==> src/dwt_map.vh <==
// register offsets, field positions, reset values and timing counts for the dual watchdog
`ifndef DWT_MAP_VH
`define DWT_MAP_VH
// ----------------------------------------
// register byte offsets
// ----------------------------------------
`define DWT_SW_RELOAD 8'h00
`define DWT_SW_VALUE 8'h04
`define DWT_SW_CTRL 8'h08
`define DWT_SW_KICK 8'h0c
`define DWT_SW_FLAG 8'h10
`define DWT_SW_KEY 8'h14
`define DWT_HW_RELOAD 8'h40
`define DWT_HW_VALUE 8'h44
`define DWT_HW_CTRL 8'h48
`define DWT_HW_KICK 8'h4c
`define DWT_HW_FLAG 8'h50
`define DWT_HW_KEY 8'h54
// ----------------------------------------
// fields
// ----------------------------------------
`define DWT_CTRL_IRQ_BIT 0
`define DWT_CTRL_RES_BIT 1
`define DWT_KICK_HW_MSB 7
// ----------------------------------------
// keys and reset values
// ----------------------------------------
`define DWT_KEY_OPEN 32'h1acce551
`define DWT_KEY_CTRL 32'he5331aae
`define DWT_SW_RELOAD_RST 32'hffffffff
`define DWT_HW_RELOAD_RST 32'h0000ffff
`define DWT_SW_CTRL_RST 2'h0
`define DWT_HW_CTRL_RST 2'h3
// ----------------------------------------
// timing
// ----------------------------------------
`define DWT_SW_DIV 8'h04
`endif

==> src/dwt_core.v <==
// one watchdog down counter with underflow flag and reset generation
`timescale 1ns/10ps
module dwt_core #(
	parameter [31:0] INIT = 32'hffffffff
) (
	input wire clk,
	input wire rst_n,
	input wire tick,
	input wire run,
	input wire load,
	input wire [31:0] load_val,
	input wire kick,
	input wire stop,
	input wire res_en,
	output reg [31:0] count_r,
	output reg flag_r,
	output reg wdg_rst_r
);
	// ----------------------------------------
	// counter and flag
	// ----------------------------------------
	wire underflow;
	// a reload in the same cycle pre-empts the underflow
	assign underflow = run & tick & (count_r == 32'h0) & ~load;

	always @(posedge clk) begin
		if (!rst_n) begin
			count_r <= INIT;
			flag_r <= 1'b0;
			wdg_rst_r <= 1'b0;
		end else begin
			if (load) begin
				count_r <= load_val;
			end else if (run & tick) begin
				if (count_r == 32'h0) begin
					count_r <= load_val;
				end else begin
					count_r <= count_r - 32'h1;
				end
			end
			if (underflow) begin
				flag_r <= 1'b1;
			end else if (kick | stop) begin
				flag_r <= 1'b0;
			end
			wdg_rst_r <= underflow & flag_r & res_en;
		end
	end
endmodule

==> src/dwt_top.v <==
// dual watchdog: software-started and always-on timers behind an avalon-mm slave
`timescale 1ns/10ps
`include "dwt_map.vh"
// Notes on behaviour
// - software counter ticks on divided bus clock; always-on counter on low-speed clock
// - software value read is exact; always-on value trusted only during debug halt
// - after reset software enables are clear, always-on enables are set
// - after reset software side is unlocked, always-on side is locked
// - open key on software key register unlocks all software registers
// - any other value on software key register locks them again
// - always-on: open key unlocks all but control; control key then unlocks control
// - partly unlocked always-on relocks on bad key, reload, control or second kick
// - fully unlocked always-on relocks on non-open key, reload, kick or control write
// - software kick register is 32 bits, always-on kick register is 8 bits
// - any software kick write clears; always-on needs a byte then its inverse
// - reload writes while software timer is idle leave the counter alone
// - setting irq_and_count_enable loads the counter and starts counting
// - a valid kick reloads the counter and counting continues
// - unkicked underflow raises the flag and reloads the counter
// - reload write while running replaces the counter at once
// - stop mode holds the software counter; it resumes from its held value
// - second underflow with flag set asserts reset and stops the software timer
// - always-on reload register resets to 0x0000ffff
// - clearing irq_and_count_enable stops the counter and clears the flag
module dwt_top (
	input wire CLOCK,
	input wire RESETN,
	input wire [7:0] AVS_ADDRESS,
	input wire AVS_READ,
	input wire AVS_WRITE,
	input wire [31:0] AVS_WRITEDATA,
	input wire [3:0] AVS_BYTEENABLE,
	output wire [31:0] AVS_READDATA,
	output wire AVS_WAITREQUEST,
	input wire LOW_SPEED_COUNT_CLOCK,
	input wire STOP_MODE,
	input wire DEBUG_HALT,
	output wire SW_IRQ,
	output wire HW_IRQ,
	output wire SW_WDG_RESET,
	output wire HW_WDG_RESET
);
	// ----------------------------------------
	// helpers
	// ----------------------------------------
	function [31:0] merge_bytes;
		input [31:0] old_val;
		input [31:0] new_val;
		input [3:0] be;
		integer i;
		begin
			merge_bytes = old_val;
			for (i = 0; i < 4; i = i + 1) begin
				if (be[i]) begin
					merge_bytes[i*8 +: 8] = new_val[i*8 +: 8];
				end
			end
		end
	endfunction

	localparam [2:0] HW_LOCKED = 3'h1;
	localparam [2:0] HW_PART = 3'h2;
	localparam [2:0] HW_FULL = 3'h4;

	// ----------------------------------------
	// bus slave: one wait cycle per access
	// ----------------------------------------
	reg ack_r;
	reg [31:0] rdata_r;
	reg [31:0] rdata_nxt;
	wire req;
	wire wr;
	wire [7:0] offs;

	assign req = AVS_READ | AVS_WRITE;
	assign AVS_WAITREQUEST = req & ~ack_r;
	assign AVS_READDATA = rdata_r;
	// write acts only at the edge where waitrequest is low
	assign wr = AVS_WRITE & ack_r;
	assign offs = {AVS_ADDRESS[7:2], 2'h0};

	// ----------------------------------------
	// state
	// ----------------------------------------
	reg sw_locked_r;
	reg [31:0] sw_reload_value_r;
	reg [1:0] sw_enable_control_r;
	reg [2:0] hw_lock_r;
	reg [2:0] hw_lock_nxt;
	reg [31:0] hw_reload_value_r;
	reg [1:0] hw_enable_control_r;
	reg hw_kick_armed_r;
	reg [7:0] hw_kick_byte_r;
	reg [7:0] sw_div_r;
	reg lsc_s1_r;
	reg lsc_s2_r;
	reg lsc_s3_r;
	reg lsc_lvl_r;

	wire [31:0] sw_count;
	wire [31:0] hw_count;
	wire sw_flag;
	wire hw_flag;
	wire sw_rst;
	wire hw_rst;

	// ----------------------------------------
	// write decode
	// ----------------------------------------
	wire sw_open;
	wire wr_sw_reload;
	wire wr_sw_ctrl;
	wire wr_sw_kick;
	wire wr_sw_key;
	wire wr_hw_reload;
	wire wr_hw_ctrl;
	wire wr_hw_kick;
	wire wr_hw_key;
	wire hw_open;
	wire hw_kick_ok;
	wire [31:0] sw_reload_wdata;
	wire [31:0] hw_reload_wdata;

	assign sw_open = ~sw_locked_r;
	// writes to locked registers are dropped silently
	assign wr_sw_reload = wr & (offs == `DWT_SW_RELOAD) & sw_open;
	assign wr_sw_ctrl = wr & (offs == `DWT_SW_CTRL) & sw_open;
	assign wr_sw_kick = wr & (offs == `DWT_SW_KICK) & sw_open;
	assign wr_sw_key = wr & (offs == `DWT_SW_KEY);
	assign hw_open = ~hw_lock_r[0];
	assign wr_hw_reload = wr & (offs == `DWT_HW_RELOAD) & hw_open;
	assign wr_hw_ctrl = wr & (offs == `DWT_HW_CTRL) & hw_open;
	assign wr_hw_kick = wr & (offs == `DWT_HW_KICK) & hw_open;
	assign wr_hw_key = wr & (offs == `DWT_HW_KEY);
	// second byte must be the exact inverse of the first
	assign hw_kick_ok = wr_hw_kick & hw_lock_r[1] & hw_kick_armed_r &
		(AVS_WRITEDATA[`DWT_KICK_HW_MSB:0] == ~hw_kick_byte_r);
	assign sw_reload_wdata = merge_bytes(sw_reload_value_r, AVS_WRITEDATA, AVS_BYTEENABLE);
	assign hw_reload_wdata = merge_bytes(hw_reload_value_r, AVS_WRITEDATA, AVS_BYTEENABLE);

	// ----------------------------------------
	// software watchdog registers
	// ----------------------------------------
	wire sw_start;
	wire sw_stop;
	assign sw_start = wr_sw_ctrl & AVS_WRITEDATA[`DWT_CTRL_IRQ_BIT] & ~sw_enable_control_r[`DWT_CTRL_IRQ_BIT];
	assign sw_stop = wr_sw_ctrl & ~AVS_WRITEDATA[`DWT_CTRL_IRQ_BIT];

	always @(posedge CLOCK) begin
		if (!RESETN) begin
			sw_locked_r <= 1'b0;
			sw_reload_value_r <= `DWT_SW_RELOAD_RST;
			sw_enable_control_r <= `DWT_SW_CTRL_RST;
		end else begin
			if (wr_sw_key) begin
				sw_locked_r <= (AVS_WRITEDATA != `DWT_KEY_OPEN);
			end
			if (wr_sw_reload) begin
				sw_reload_value_r <= sw_reload_wdata;
			end
			if (sw_rst) begin
				sw_enable_control_r <= 2'h0;
			end else if (wr_sw_ctrl) begin
				sw_enable_control_r <= AVS_WRITEDATA[1:0];
			end
		end
	end

	// ----------------------------------------
	// software prescaler
	// ----------------------------------------
	wire sw_run;
	wire sw_tick;
	// stop mode and debug halt clear the divider to zero, so a full prescaler period passes before the first count after resume
	assign sw_run = sw_enable_control_r[`DWT_CTRL_IRQ_BIT] & ~STOP_MODE & ~DEBUG_HALT;
	assign sw_tick = (sw_div_r == (`DWT_SW_DIV - 8'h1));

	always @(posedge CLOCK) begin
		if (!RESETN) begin
			sw_div_r <= 8'h0;
		end else if (~sw_run | sw_tick) begin
			sw_div_r <= 8'h0;
		end else begin
			sw_div_r <= sw_div_r + 8'h1;
		end
	end

	wire sw_load;
	// idle reload writes only store the value
	assign sw_load = sw_start | wr_sw_kick |
		(wr_sw_reload & sw_enable_control_r[`DWT_CTRL_IRQ_BIT]);
	wire [31:0] sw_load_val;
	assign sw_load_val = wr_sw_reload ? sw_reload_wdata : sw_reload_value_r;

	dwt_core #(
		.INIT(`DWT_SW_RELOAD_RST)
	) u_sw (
		.clk(CLOCK),
		.rst_n(RESETN),
		.tick(sw_tick),
		.run(sw_run),
		.load(sw_load),
		.load_val(sw_load_val),
		.kick(wr_sw_kick),
		.stop(sw_stop | sw_rst),
		.res_en(sw_enable_control_r[`DWT_CTRL_RES_BIT]),
		.count_r(sw_count),
		.flag_r(sw_flag),
		.wdg_rst_r(sw_rst)
	);

	// ----------------------------------------
	// always-on lock sequencer
	// ----------------------------------------
	always @* begin
		hw_lock_nxt = hw_lock_r;
		case (hw_lock_r)
			HW_LOCKED: begin
				if (wr_hw_key & (AVS_WRITEDATA == `DWT_KEY_OPEN)) begin
					hw_lock_nxt = HW_PART;
				end
			end
			HW_PART: begin
				if (wr_hw_key) begin
					if (AVS_WRITEDATA == `DWT_KEY_CTRL) begin
						hw_lock_nxt = HW_FULL;
					end else if (AVS_WRITEDATA != `DWT_KEY_OPEN) begin
						hw_lock_nxt = HW_LOCKED;
					end
				end else if (wr_hw_reload | wr_hw_ctrl | (wr_hw_kick & hw_kick_armed_r)) begin
					hw_lock_nxt = HW_LOCKED;
				end
			end
			HW_FULL: begin
				if (wr_hw_key) begin
					hw_lock_nxt = (AVS_WRITEDATA == `DWT_KEY_OPEN) ? HW_PART : HW_LOCKED;
				end else if (wr_hw_reload | wr_hw_ctrl | wr_hw_kick) begin
					hw_lock_nxt = HW_LOCKED;
				end
			end
			default: begin
				hw_lock_nxt = HW_LOCKED;
			end
		endcase
	end

	// ----------------------------------------
	// always-on registers
	// ----------------------------------------
	wire hw_start;
	wire hw_stop;
	wire hw_ctrl_wr_ok;
	// control is written only when fully unlocked
	assign hw_ctrl_wr_ok = wr_hw_ctrl & hw_lock_r[2];
	assign hw_start = hw_ctrl_wr_ok & AVS_WRITEDATA[`DWT_CTRL_IRQ_BIT] & ~hw_enable_control_r[`DWT_CTRL_IRQ_BIT];
	assign hw_stop = hw_ctrl_wr_ok & ~AVS_WRITEDATA[`DWT_CTRL_IRQ_BIT];

	always @(posedge CLOCK) begin
		if (!RESETN) begin
			hw_lock_r <= HW_LOCKED;
			hw_reload_value_r <= `DWT_HW_RELOAD_RST;
			hw_enable_control_r <= `DWT_HW_CTRL_RST;
			hw_kick_armed_r <= 1'b0;
			hw_kick_byte_r <= 8'h0;
		end else begin
			hw_lock_r <= hw_lock_nxt;
			if (hw_rst) begin
				hw_reload_value_r <= `DWT_HW_RELOAD_RST;
			end else if (wr_hw_reload) begin
				hw_reload_value_r <= hw_reload_wdata;
			end
			if (hw_ctrl_wr_ok) begin
				hw_enable_control_r <= AVS_WRITEDATA[1:0];
			end
			if (wr_hw_kick & hw_lock_r[1] & ~hw_kick_armed_r) begin
				hw_kick_armed_r <= 1'b1;
				hw_kick_byte_r <= AVS_WRITEDATA[`DWT_KICK_HW_MSB:0];
			end else if (hw_lock_nxt != HW_PART) begin
				hw_kick_armed_r <= 1'b0;
			end
		end
	end

	// ----------------------------------------
	// low-speed clock sampling
	// ----------------------------------------
	wire hw_tick;
	wire hw_run;
	always @(posedge CLOCK) begin
		if (!RESETN) begin
			lsc_s1_r <= 1'b0;
			lsc_s2_r <= 1'b0;
			lsc_s3_r <= 1'b0;
			lsc_lvl_r <= 1'b0;
		end else begin
			lsc_s1_r <= LOW_SPEED_COUNT_CLOCK;
			lsc_s2_r <= lsc_s1_r;
			lsc_s3_r <= lsc_s2_r;
			if (lsc_s2_r == lsc_s3_r) begin
				lsc_lvl_r <= lsc_s3_r;
			end
		end
	end
	// one count per rising edge of the filtered low-speed clock
	assign hw_tick = (lsc_s2_r == lsc_s3_r) & lsc_s3_r & ~lsc_lvl_r;
	// debug halt freezes the count so a read is trustworthy
	assign hw_run = hw_enable_control_r[`DWT_CTRL_IRQ_BIT] & ~DEBUG_HALT & ~STOP_MODE;

	wire hw_load;
	assign hw_load = hw_start | hw_kick_ok | wr_hw_reload | hw_rst;
	wire [31:0] hw_load_val;
	assign hw_load_val = hw_rst ? `DWT_HW_RELOAD_RST : (wr_hw_reload ? hw_reload_wdata : hw_reload_value_r);

	dwt_core #(
		.INIT(`DWT_HW_RELOAD_RST)
	) u_hw (
		.clk(CLOCK),
		.rst_n(RESETN),
		.tick(hw_tick),
		.run(hw_run),
		.load(hw_load),
		.load_val(hw_load_val),
		.kick(hw_kick_ok),
		.stop(hw_stop),
		.res_en(hw_enable_control_r[`DWT_CTRL_RES_BIT]),
		.count_r(hw_count),
		.flag_r(hw_flag),
		.wdg_rst_r(hw_rst)
	);

	// ----------------------------------------
	// read mux
	// ----------------------------------------
	always @* begin
		rdata_nxt = 32'h0;
		case (offs)
			`DWT_SW_RELOAD: rdata_nxt = sw_reload_value_r;
			`DWT_SW_VALUE: rdata_nxt = sw_count;
			`DWT_SW_CTRL: rdata_nxt = {30'h0, sw_enable_control_r};
			`DWT_SW_FLAG: rdata_nxt = {31'h0, sw_flag};
			`DWT_SW_KEY: rdata_nxt = {31'h0, sw_locked_r};
			`DWT_HW_RELOAD: rdata_nxt = hw_reload_value_r;
			`DWT_HW_VALUE: rdata_nxt = hw_count;
			`DWT_HW_CTRL: rdata_nxt = {30'h0, hw_enable_control_r};
			`DWT_HW_FLAG: rdata_nxt = {31'h0, hw_flag};
			`DWT_HW_KEY: rdata_nxt = {30'h0, hw_lock_r[2], hw_lock_r[0]};
			default: rdata_nxt = 32'h0;
		endcase
	end

	always @(posedge CLOCK) begin
		if (!RESETN) begin
			ack_r <= 1'b0;
			rdata_r <= 32'h0;
		end else begin
			ack_r <= req & ~ack_r;
			if (AVS_READ & ~ack_r) begin
				rdata_r <= rdata_nxt;
			end
		end
	end

	// ----------------------------------------
	// outputs
	// ----------------------------------------
	assign SW_IRQ = sw_flag;
	assign HW_IRQ = hw_flag;
	assign SW_WDG_RESET = sw_rst;
	assign HW_WDG_RESET = hw_rst;
endmodule

==> config.mk <==
export PLATFORM = sky130hd
export DESIGN_NAME = dwt_top
export DESIGN_NICKNAME = d
export VERILOG_FILES = /design/src/dwt_core.v /design/src/dwt_top.v
export VERILOG_INCLUDE_DIRS = /design/src
export SDC_FILE = /design/constraint.sdc
export NUM_CORES = 1
export LEC_CHECK = 0
export BUFFER_PORTS_ARGS = -buffer_cell sky130_fd_sc_hd__buf_2
export CELL_PAD_IN_SITES_DETAIL_PLACEMENT = 1
export CELL_PAD_IN_SITES_GLOBAL_PLACEMENT = 2
export CORE_MARGIN = 5
export CORE_UTILIZATION = 39
export CTS_BUF_LIST = sky130_fd_sc_hd__clkbuf_8 sky130_fd_sc_hd__clkbuf_16
export CTS_CLUSTER_SIZE = 10
export DETAILED_ROUTE_END_ITERATION = 12
export HOLD_SLACK_MARGIN = 0.08
export PLACE_DENSITY_LB_ADDON = 0.08
export REMOVE_ABC_BUFFERS = 1
export SETUP_SLACK_MARGIN = 0.02
export SLEW_MARGIN = 10
export SYNTH_ARGS = -nofsm -noshare
export SYNTH_HDL_FRONTEND = slang
export SYNTH_SLANG_ARGS = --single-unit
==> constraint.sdc <==
create_clock -name CLOCK -period 6.1 [get_ports CLOCK]
set_clock_uncertainty 0.1 [all_clocks]
set_input_delay 1.83 -clock CLOCK [delete_from_list [all_inputs] [get_ports CLOCK]]
set_output_delay 1.83 -clock CLOCK [all_outputs]
set_load 0.1 [all_outputs]
# Word level (Yosys, flattened, before mapping)
# Index checks and enable logic that the tools add are counted.
# word_totals
ff_bits	194
inputBits	51
word_cells	163
# op_classes
add_sub_neg	3
eq_ne	21
mux	33
n_bitwise	75
n_reduce_logical	10
# op_table
cell	count
case mux 32 bit (10 select lines)	1
2-to-1 mux 32 bit	9
zero test 32 bit	2
2-to-1 mux 8 bit	8
subtractor 32 x 1 -> 32 bit, second input constant	2
AND 1 bit	47
equality test 6 x 5 -> 1 bit, second input constant	6
equality test 32 x 29 -> 1 bit, second input constant	1
equality test 32 bit, second input constant	1
inequality test 32 x 29 -> 1 bit, second input constant	1
2-to-1 mux 3 bit	7
inverter 1 bit	14
OR 1 bit	13
equality test 6 x 2 -> 1 bit, second input constant	2
equality test 6 x 3 -> 1 bit, second input constant	2
nonzero test 2 bit	5
case mux 3 bit (3 select lines)	1
adder 8 x 1 -> 8 bit, second input constant	1
equality test 8 x 2 -> 1 bit, second input constant	1
equality test 8 bit	1
zero test 8 bit	1
inverter 8 bit	1
equality test 6 x 1 -> 1 bit, second input constant	1
2-to-1 mux 1 bit	6
other kinds (7)	8

# Logic depth before layout (Yosys ltp)
# Gate-level depths: netlist (run 1).
# depth
word_depth	13
ltp_mapped	10
mapped_depth_nobuf	8

# Hierarchy
# Synthesis (run 1) repeated with hierarchy kept, for this count alone.
# hier_totals
cells_unflattened	1318
area_unflattened_um2	10965.5
# by_module_without_submodules
mod	n_inst	cells_per_inst	area_each_um2
dwt_top	1	678	6087.1
dwt_core (u_sw)	1	318	2491.1
dwt_core (u_hw)	1	322	2387.3

# Least setup slack after synthesis (run 1)
# Ideal clock, no wire load.
# synth_timing
kind	in2out
from	input AVS_WRITE
to	output AVS_WAITREQUEST
arrival_time_ns	3.126
setup_slack_ns	1.044
stages	2
path_buffers	0
cell_sequence	nor2_1 nor2_1
# synth_via
elab_chain_len	2
# synth_lines
item	line_no	rtl
start, declared	dwt_top.v:30	input wire AVS_WRITE,
OR 1 bit	dwt_top.v:75	assign req = AVS_READ | AVS_WRITE;
AND 1 bit	dwt_top.v:76	assign AVS_WAITREQUEST = req & ~ack_r;
end, declared	dwt_top.v:34	output wire AVS_WAITREQUEST,
# No other way between the ends.

# Worst setup path after layout (run 1)
# Ends and elaborated chain as after synthesis.

==> results.json, run 1 <==
{
  "wl_um": 41460,
  "hp-class": "flip-flop to flip-flop",
  "synth_edf_count": 0,
  "multi_input_area_sq_mm": 0.006187,
  "status": "completed",
  "place_area_sq_mm": 0.01115,
  "drive_gt1_frac": 0.1465,
  "worst_hold_slack_ns": 0.3412,
  "synth-main-ff-cell": "dfxtp_1",
  "cts_buffers": 17,
  "cp_max_fo": 6,
  "die_w_um": 174.2,
  "netlist_area_sq_mm": 0.01052,
  "io_pins": 88,
  "synthToLayoutAreaGrowth_pct": 11.41,
  "yosysTopAreaCellShare": 0.3692,
  "drc": 0,
  "p_sw_mw": 0.7152,
  "wl_per_cell_um": 24.69,
  "seq_power_share": 0.497,
  "core_sq_mm": 0.02673,
  "drtIter0Drc": 768,
  "powerDensity_mw_per_mm2": 219.8,
  "grt_pass1_wl_um": 63550,
  "path_cells": "buf_2 -> nor2_1 -> nor2_1 -> buf_2",
  "hold_buffers": 0,
  "numPortBuffers": 85,
  "postCtsSetupBuffers": 0,
  "crit_required_ns": 4.17,
  "ir_worst_vdd_mv": 0.1658,
  "slowest_stage": "buf_2",
  "grt.overflow.total": 0,
  "clockBufferDepth": 2,
  "drv_slew": 0,
  "p_leak_nw": 4.359,
  "power_frac_comb": 0.060,
  "mostFrequentLayoutCells": "dfxtp_1 (194), nand2_1 (147), nor2_1 (116)",
  "setup_viol": 0,
  "first_pass_iters": 5,
  "dieArea_sq_mm": 0.03036,
  "yosysSeqAreaShare": 0.3692,
  "ys_ff_latch": 194,
  "rows": 60,
  "h-tree-depth": 4,
  "clock_power_share": 0.443,
  "clkSinkCount": 194,
  "rsz0062_at_grt": "no",
  "fillCellCount": 3232,
  "cts.repair.resized": 0,
  "grt_max_degree": 53,
  "ys_async_sr_fraction": 0,
  "start_kind": "input port",
  "final_area_sq_mm": 0.01172,
  "drv_cap": 0,
  "nets": 1382,
  "start_util": 0.3936,
  "clock_latency_ns": 0.45,
  "diodes": 0,
  "period_share": 0.7366,
  "finalHoldViolCount": 0,
  "ff2ff_setup_slack_ns": 2.47,
  "layout_commonest_cell": "dfxtp_1",
  "place.gp.congestion": 0.8624,
  "timing_worst_slew_pin_value_ns": 1.108,
  "regArea_sq_mm": 0.003884,
  "cts_root_buf": "clkbuf_16",
  "max_stage_delay_ns": 0.43,
  "min_period_ns": 4.493,
  "antenna_found_initial": 0,
  "yosysTopAreaCell": "dfxtp_1",
  "clk_pin_slew_ns": 0.08,
  "end_kind": "output port",
  "worstSetupPathType": "input port to output port",
  "p_int_mw": 1.861,
  "swShare": 0.2777,
  "critical_path_arrival_ns": 2.56,
  "relSlewSlack": 0.2604,
  "cts_tree": "done",
  "first_global_vias": 10280,
  "final.setup.tns_ns": 0,
  "synth_warnings": 0,
  "hpwl_um": 29240,
  "grt_usage": 0.2686,
  "viasPerCell": 6.163,
  "ant_nets": 0,
  "avgSynthCellArea_sq_um": 8.123,
  "max_freq_mhz": 222.6,
  "syn_inst": 1295,
  "yosysUniqueCellTypes": 80,
  "synth_area_leaders": "dfxtp_1 (37%), mux2i_1 (7.2%), a21oi_1 (5.3%)",
  "dr_total_vias": 10348,
  "chipHeight_um": 174.2
}
## through the flow
step / setup WS [ns] / power [mW] / utilization / instances
after floorplan: 0.9816 / 1.370 / - / 1201
after global placement: 1.495 / 1.462 / 0.4171 / 1647
after detailed placement: 1.434 / 1.464 / 0.4171 / 1647
after CTS: 1.604 / 2.596 / 0.4385 / 1679
after global routing: 1.561 / 2.661 / 0.4385 / 1679
final: 1.607 / 2.576 / 0.4385 / 1679
## synthesized netlist by cell type, drive strengths merged (6+ instances only)
master,count
clkbuf,69
a32oi,13
a21o,7
o21a,6
or4,15
a31oi,10
a21oi,111
o211ai,12
and4,11
o21ai,75
nor2,118
mux2,28
nor2b,8
or3,12
nand2b,9
a22oi,30
and3,23
inv,19
o41ai,7
nor4,25
nor4bb,6
dfxtp,194
nand4b,8
ha,6
nor3,47
xor2,15
mux2i,76
o31ai,14
nand2,148
nor4b,7
nand3,37
and2,8
nand4,27
buf,25
## layer usage
layer / up-vias / track usage / part of all wire
li1: 4861 / - / -
met1: 5159 / 0.3894 / 0.48
met2: 291 / 0.4135 / 0.45
met3: 37 / 0.04698 / 0.056
met4: 0 / 0.06928 / 0.015
met5: - / 0 / 0
## area by class of cell
| type | count | share of cell area |
|---|---|---|
| Multi-Input combinational cell | 987 | 0.5280 |
| Tap cell | 341 | 0.03641 |
| Clock buffer | 17 | 0.03630 |
| Inverter | 20 | 0.006406 |
| Clock inverter | 15 | 0.01239 |
| Timing Repair Buffer | 105 | 0.04911 |
| Sequential cell | 194 | 0.3314 |
## power by group through the flow
stage	combinational (mW)	sequential [mW]	clock [mW]
after global routing	0.166	1.28	1.22
after global placement	0.153	1.31	0
final	0.155	1.28	1.14
after floorplan	0.0603	1.31	0
after detailed placement	0.154	1.31	0
after CTS	0.155	1.28	1.16
## critical path, delay by kind of cell
family,cells,cell delay (ns)
buffers and inverters,2,0.56
and+or+nand+nor,2,0.16
## cell families (layout without fill, tap and decap cells)
kind of cell	count (synthesis)	count (layout)	share of synthesized area
simple gates	531	531	0.2635
compound gates	330	330	0.1983
flops	194	194	0.3692
buf+inv	114	157	0.04627
mux	104	104	0.1023
xor+xnor	16	16	0.01332
fa+ha+maj	6	6	0.007137
## registers in the layout, indices dropped and copies added (netlist names), 2 cells and up
signal               cells
hw_enable_control_r      2
u_sw.count_r            32
hw_kick_byte_r           8
hw_reload_value_r       32
AVS_READDATA            32
u_hw.count_r            32
sw_reload_value_r       32
sw_div_r                 8
sw_enable_control_r      2
hw_lock_r                3
## path summary, 6_finish.rpt
path                   startpoint                to  cells past startpoint
hold reg to reg          lsc_s1_r          lsc_s2_r                      1
setup / recovery        AVS_WRITE   AVS_WAITREQUEST                      4
setup reg to reg  u_sw.count_r[9]  u_sw.count_r[15]                      6
hold / removal           lsc_s1_r          lsc_s2_r                      1
(Power assumes the default switching activity.)
==> inputs of run 2 (changes only) <==
Settings changed: CORE_UTILIZATION 39 to 36.
Clock period 6.1 ns to 4.6 ns, I/O delays scaled along.
==> results.json, run 2 (synthesized netlist as in run 1, its figures left out) <==
{
  "final_util": 0.4115,
  "first_pass_iters": 5,
  "rows": 62,
  "postCtsSetupBuffers": 0,
  "grt_usage": 0.2526,
  "period_share": 0.8004,
  "numPortBuffers": 85,
  "first_global_vias": 10292,
  "chipHeight_um": 180.9,
  "setup_ws_ns": 0.9180,
  "drtIter0Drc": 914,
  "rr_worst_depth": 8,
  "critical_path_arrival_ns": 3.95,
  "status": "completed",
  "finalHoldViolCount": 0,
  "final_area_sq_mm": 0.01184,
  "hold_buffers": 0,
  "synthToLayoutAreaGrowth_pct": 12.58,
  "grt_pass1_wl_um": 64400,
  "antenna_found_initial": 0,
  "finalPower_mw": 3.360,
  "drv_cap": 0,
  "slowest_stage": "or4_4",
  "min_period_ns": 3.682,
  "worstSetupPathType": "input port to flip-flop",
  "p_leak_nw": 4.400,
  "cts_tree": "done",
  "wl_per_cell_um": 24.27,
  "crit_required_ns": 4.87,
  "nets": 1395,
  "cts_root_buf": "clkbuf_16",
  "cp_max_fo": 12,
  "drc": 0,
  "start_util": 0.3655,
  "die_w_um": 180.9,
  "cts_buffers": 17,
  "end_kind": "flip-flop",
  "dieArea_sq_mm": 0.03274,
  "clockBufferDepth": 2,
  "ir_worst_vdd_mv": 0.2574,
  "rsz0062_at_grt": "no",
  "max_stage_delay_ns": 0.60,
  "cts.repair.resized": 0,
  "hpwl_um": 30310,
  "h-tree-depth": 4,
  "ant_nets": 0,
  "hp-class": "flip-flop to flip-flop",
  "relSlewSlack": 0.3394,
  "viasPerCell": 5.857,
  "drv_slew": 0,
  "max_freq_mhz": 271.6,
  "place.gp.congestion": 0.8605,
  "wl_um": 42110,
  "io_pins": 88,
  "powerDensity_mw_per_mm2": 283.7,
  "place_area_sq_mm": 0.01130,
  "grt.overflow.total": 0,
  "clkSinkCount": 194,
  "timing_worst_slew_pin_value_ns": 0.9872,
  "dr_total_vias": 10162,
  "clock_latency_ns": 0.45,
  "worst_hold_slack_ns": 0.3258,
  "min_path_cells": 1,
  "setup_viol": 0,
  "mostFrequentLayoutCells": "dfxtp_1 (194), nand2_1 (148), nor2_1 (116)",
  "grt_max_degree": 53,
  "drive_gt1_frac": 0.1526,
  "core_sq_mm": 0.02878,
  "start_kind": "input port",
  "path_cells": "buf_2 -> or3b_1 -> or4_4 -> o41a_1 -> nand2_1 -> nor2_1 -> a41oi_1",
  "layout_commonest_cell": "dfxtp_1",
  "dp_slack_ns": 0.4475,
  "clk_pin_slew_ns": 0.08
}
-- run 2: cell types whose count changed in the layout (fill, tap and decap cells not counted), moves of 2 or more --
cell / before / now
inv_8: 3 / 0
inv_6: 6 / 2
buf_4: 20 / 33
clkinvlp_4: 0 / 4
clkinv_8: 2 / 0
clkinv_2: 1 / 3
-- run 2: critical path, delay by kind of cell --
family / cells / cell delay [ns]
and+or+nand+nor: 4 / 1.62
AOI/OAI and AO/OA: 2 / 0.75
buffers and inverters: 1 / 0.19
-- run 2: area by class of cell --
type / count / area (sq um)
Clock buffer: 17 / 425.4
Tap cell: 384 / 480.5
Multi-Input combinational cell: 987 / 6185
Clock inverter: 14 / 117.6
Timing Repair Buffer: 118 / 673.1
Sequential cell: 194 / 3884
Inverter: 20 / 75.07
Fill cell: 3456 / 16940
Antenna cell: 1 / 2.502
-- run 2: final timing paths --
kind	startpoint	end	slack (ns)
hold reg to reg	lsc_s1_r	lsc_s2_r	0.33
hold / removal	lsc_s1_r	lsc_s2_r	0.33
setup reg to reg	u_hw.count_r[0]	u_hw.count_r[29]	1.60
setup / recovery	AVS_ADDRESS[3]	u_hw.count_r[9]	0.92
-- run 2: routing by layer --
layer  vias up  share of wire  track usage
li1       4870              -            -
met1      5040           0.49       0.3679
met2       212           0.44       0.3905
met3        40          0.042      0.04002
met4         0          0.022      0.06575
met5         -              0            0
-- run 2: report_power, final --
| group | switching, mW | internal [mW] | total, mW |
|---|---|---|---|
| Combinational | 0.145 | 0.0597 | 0.205 |
| Clock | 0.716 | 0.741 | 1.46 |
| Sequential | 0.0125 | 1.69 | 1.70 |
-- run 2: per-stage QoR --
| stage | std cells | setup TNS (ns) |
|---|---|---|
| floorplan | 1201 | -0.08002 |
| global placement | 1703 | 0 |
| detailed placement | 1703 | 0 |
| CTS | 1734 | 0 |
| global route | 1734 | 0 |
| finish | 1735 | 0 |
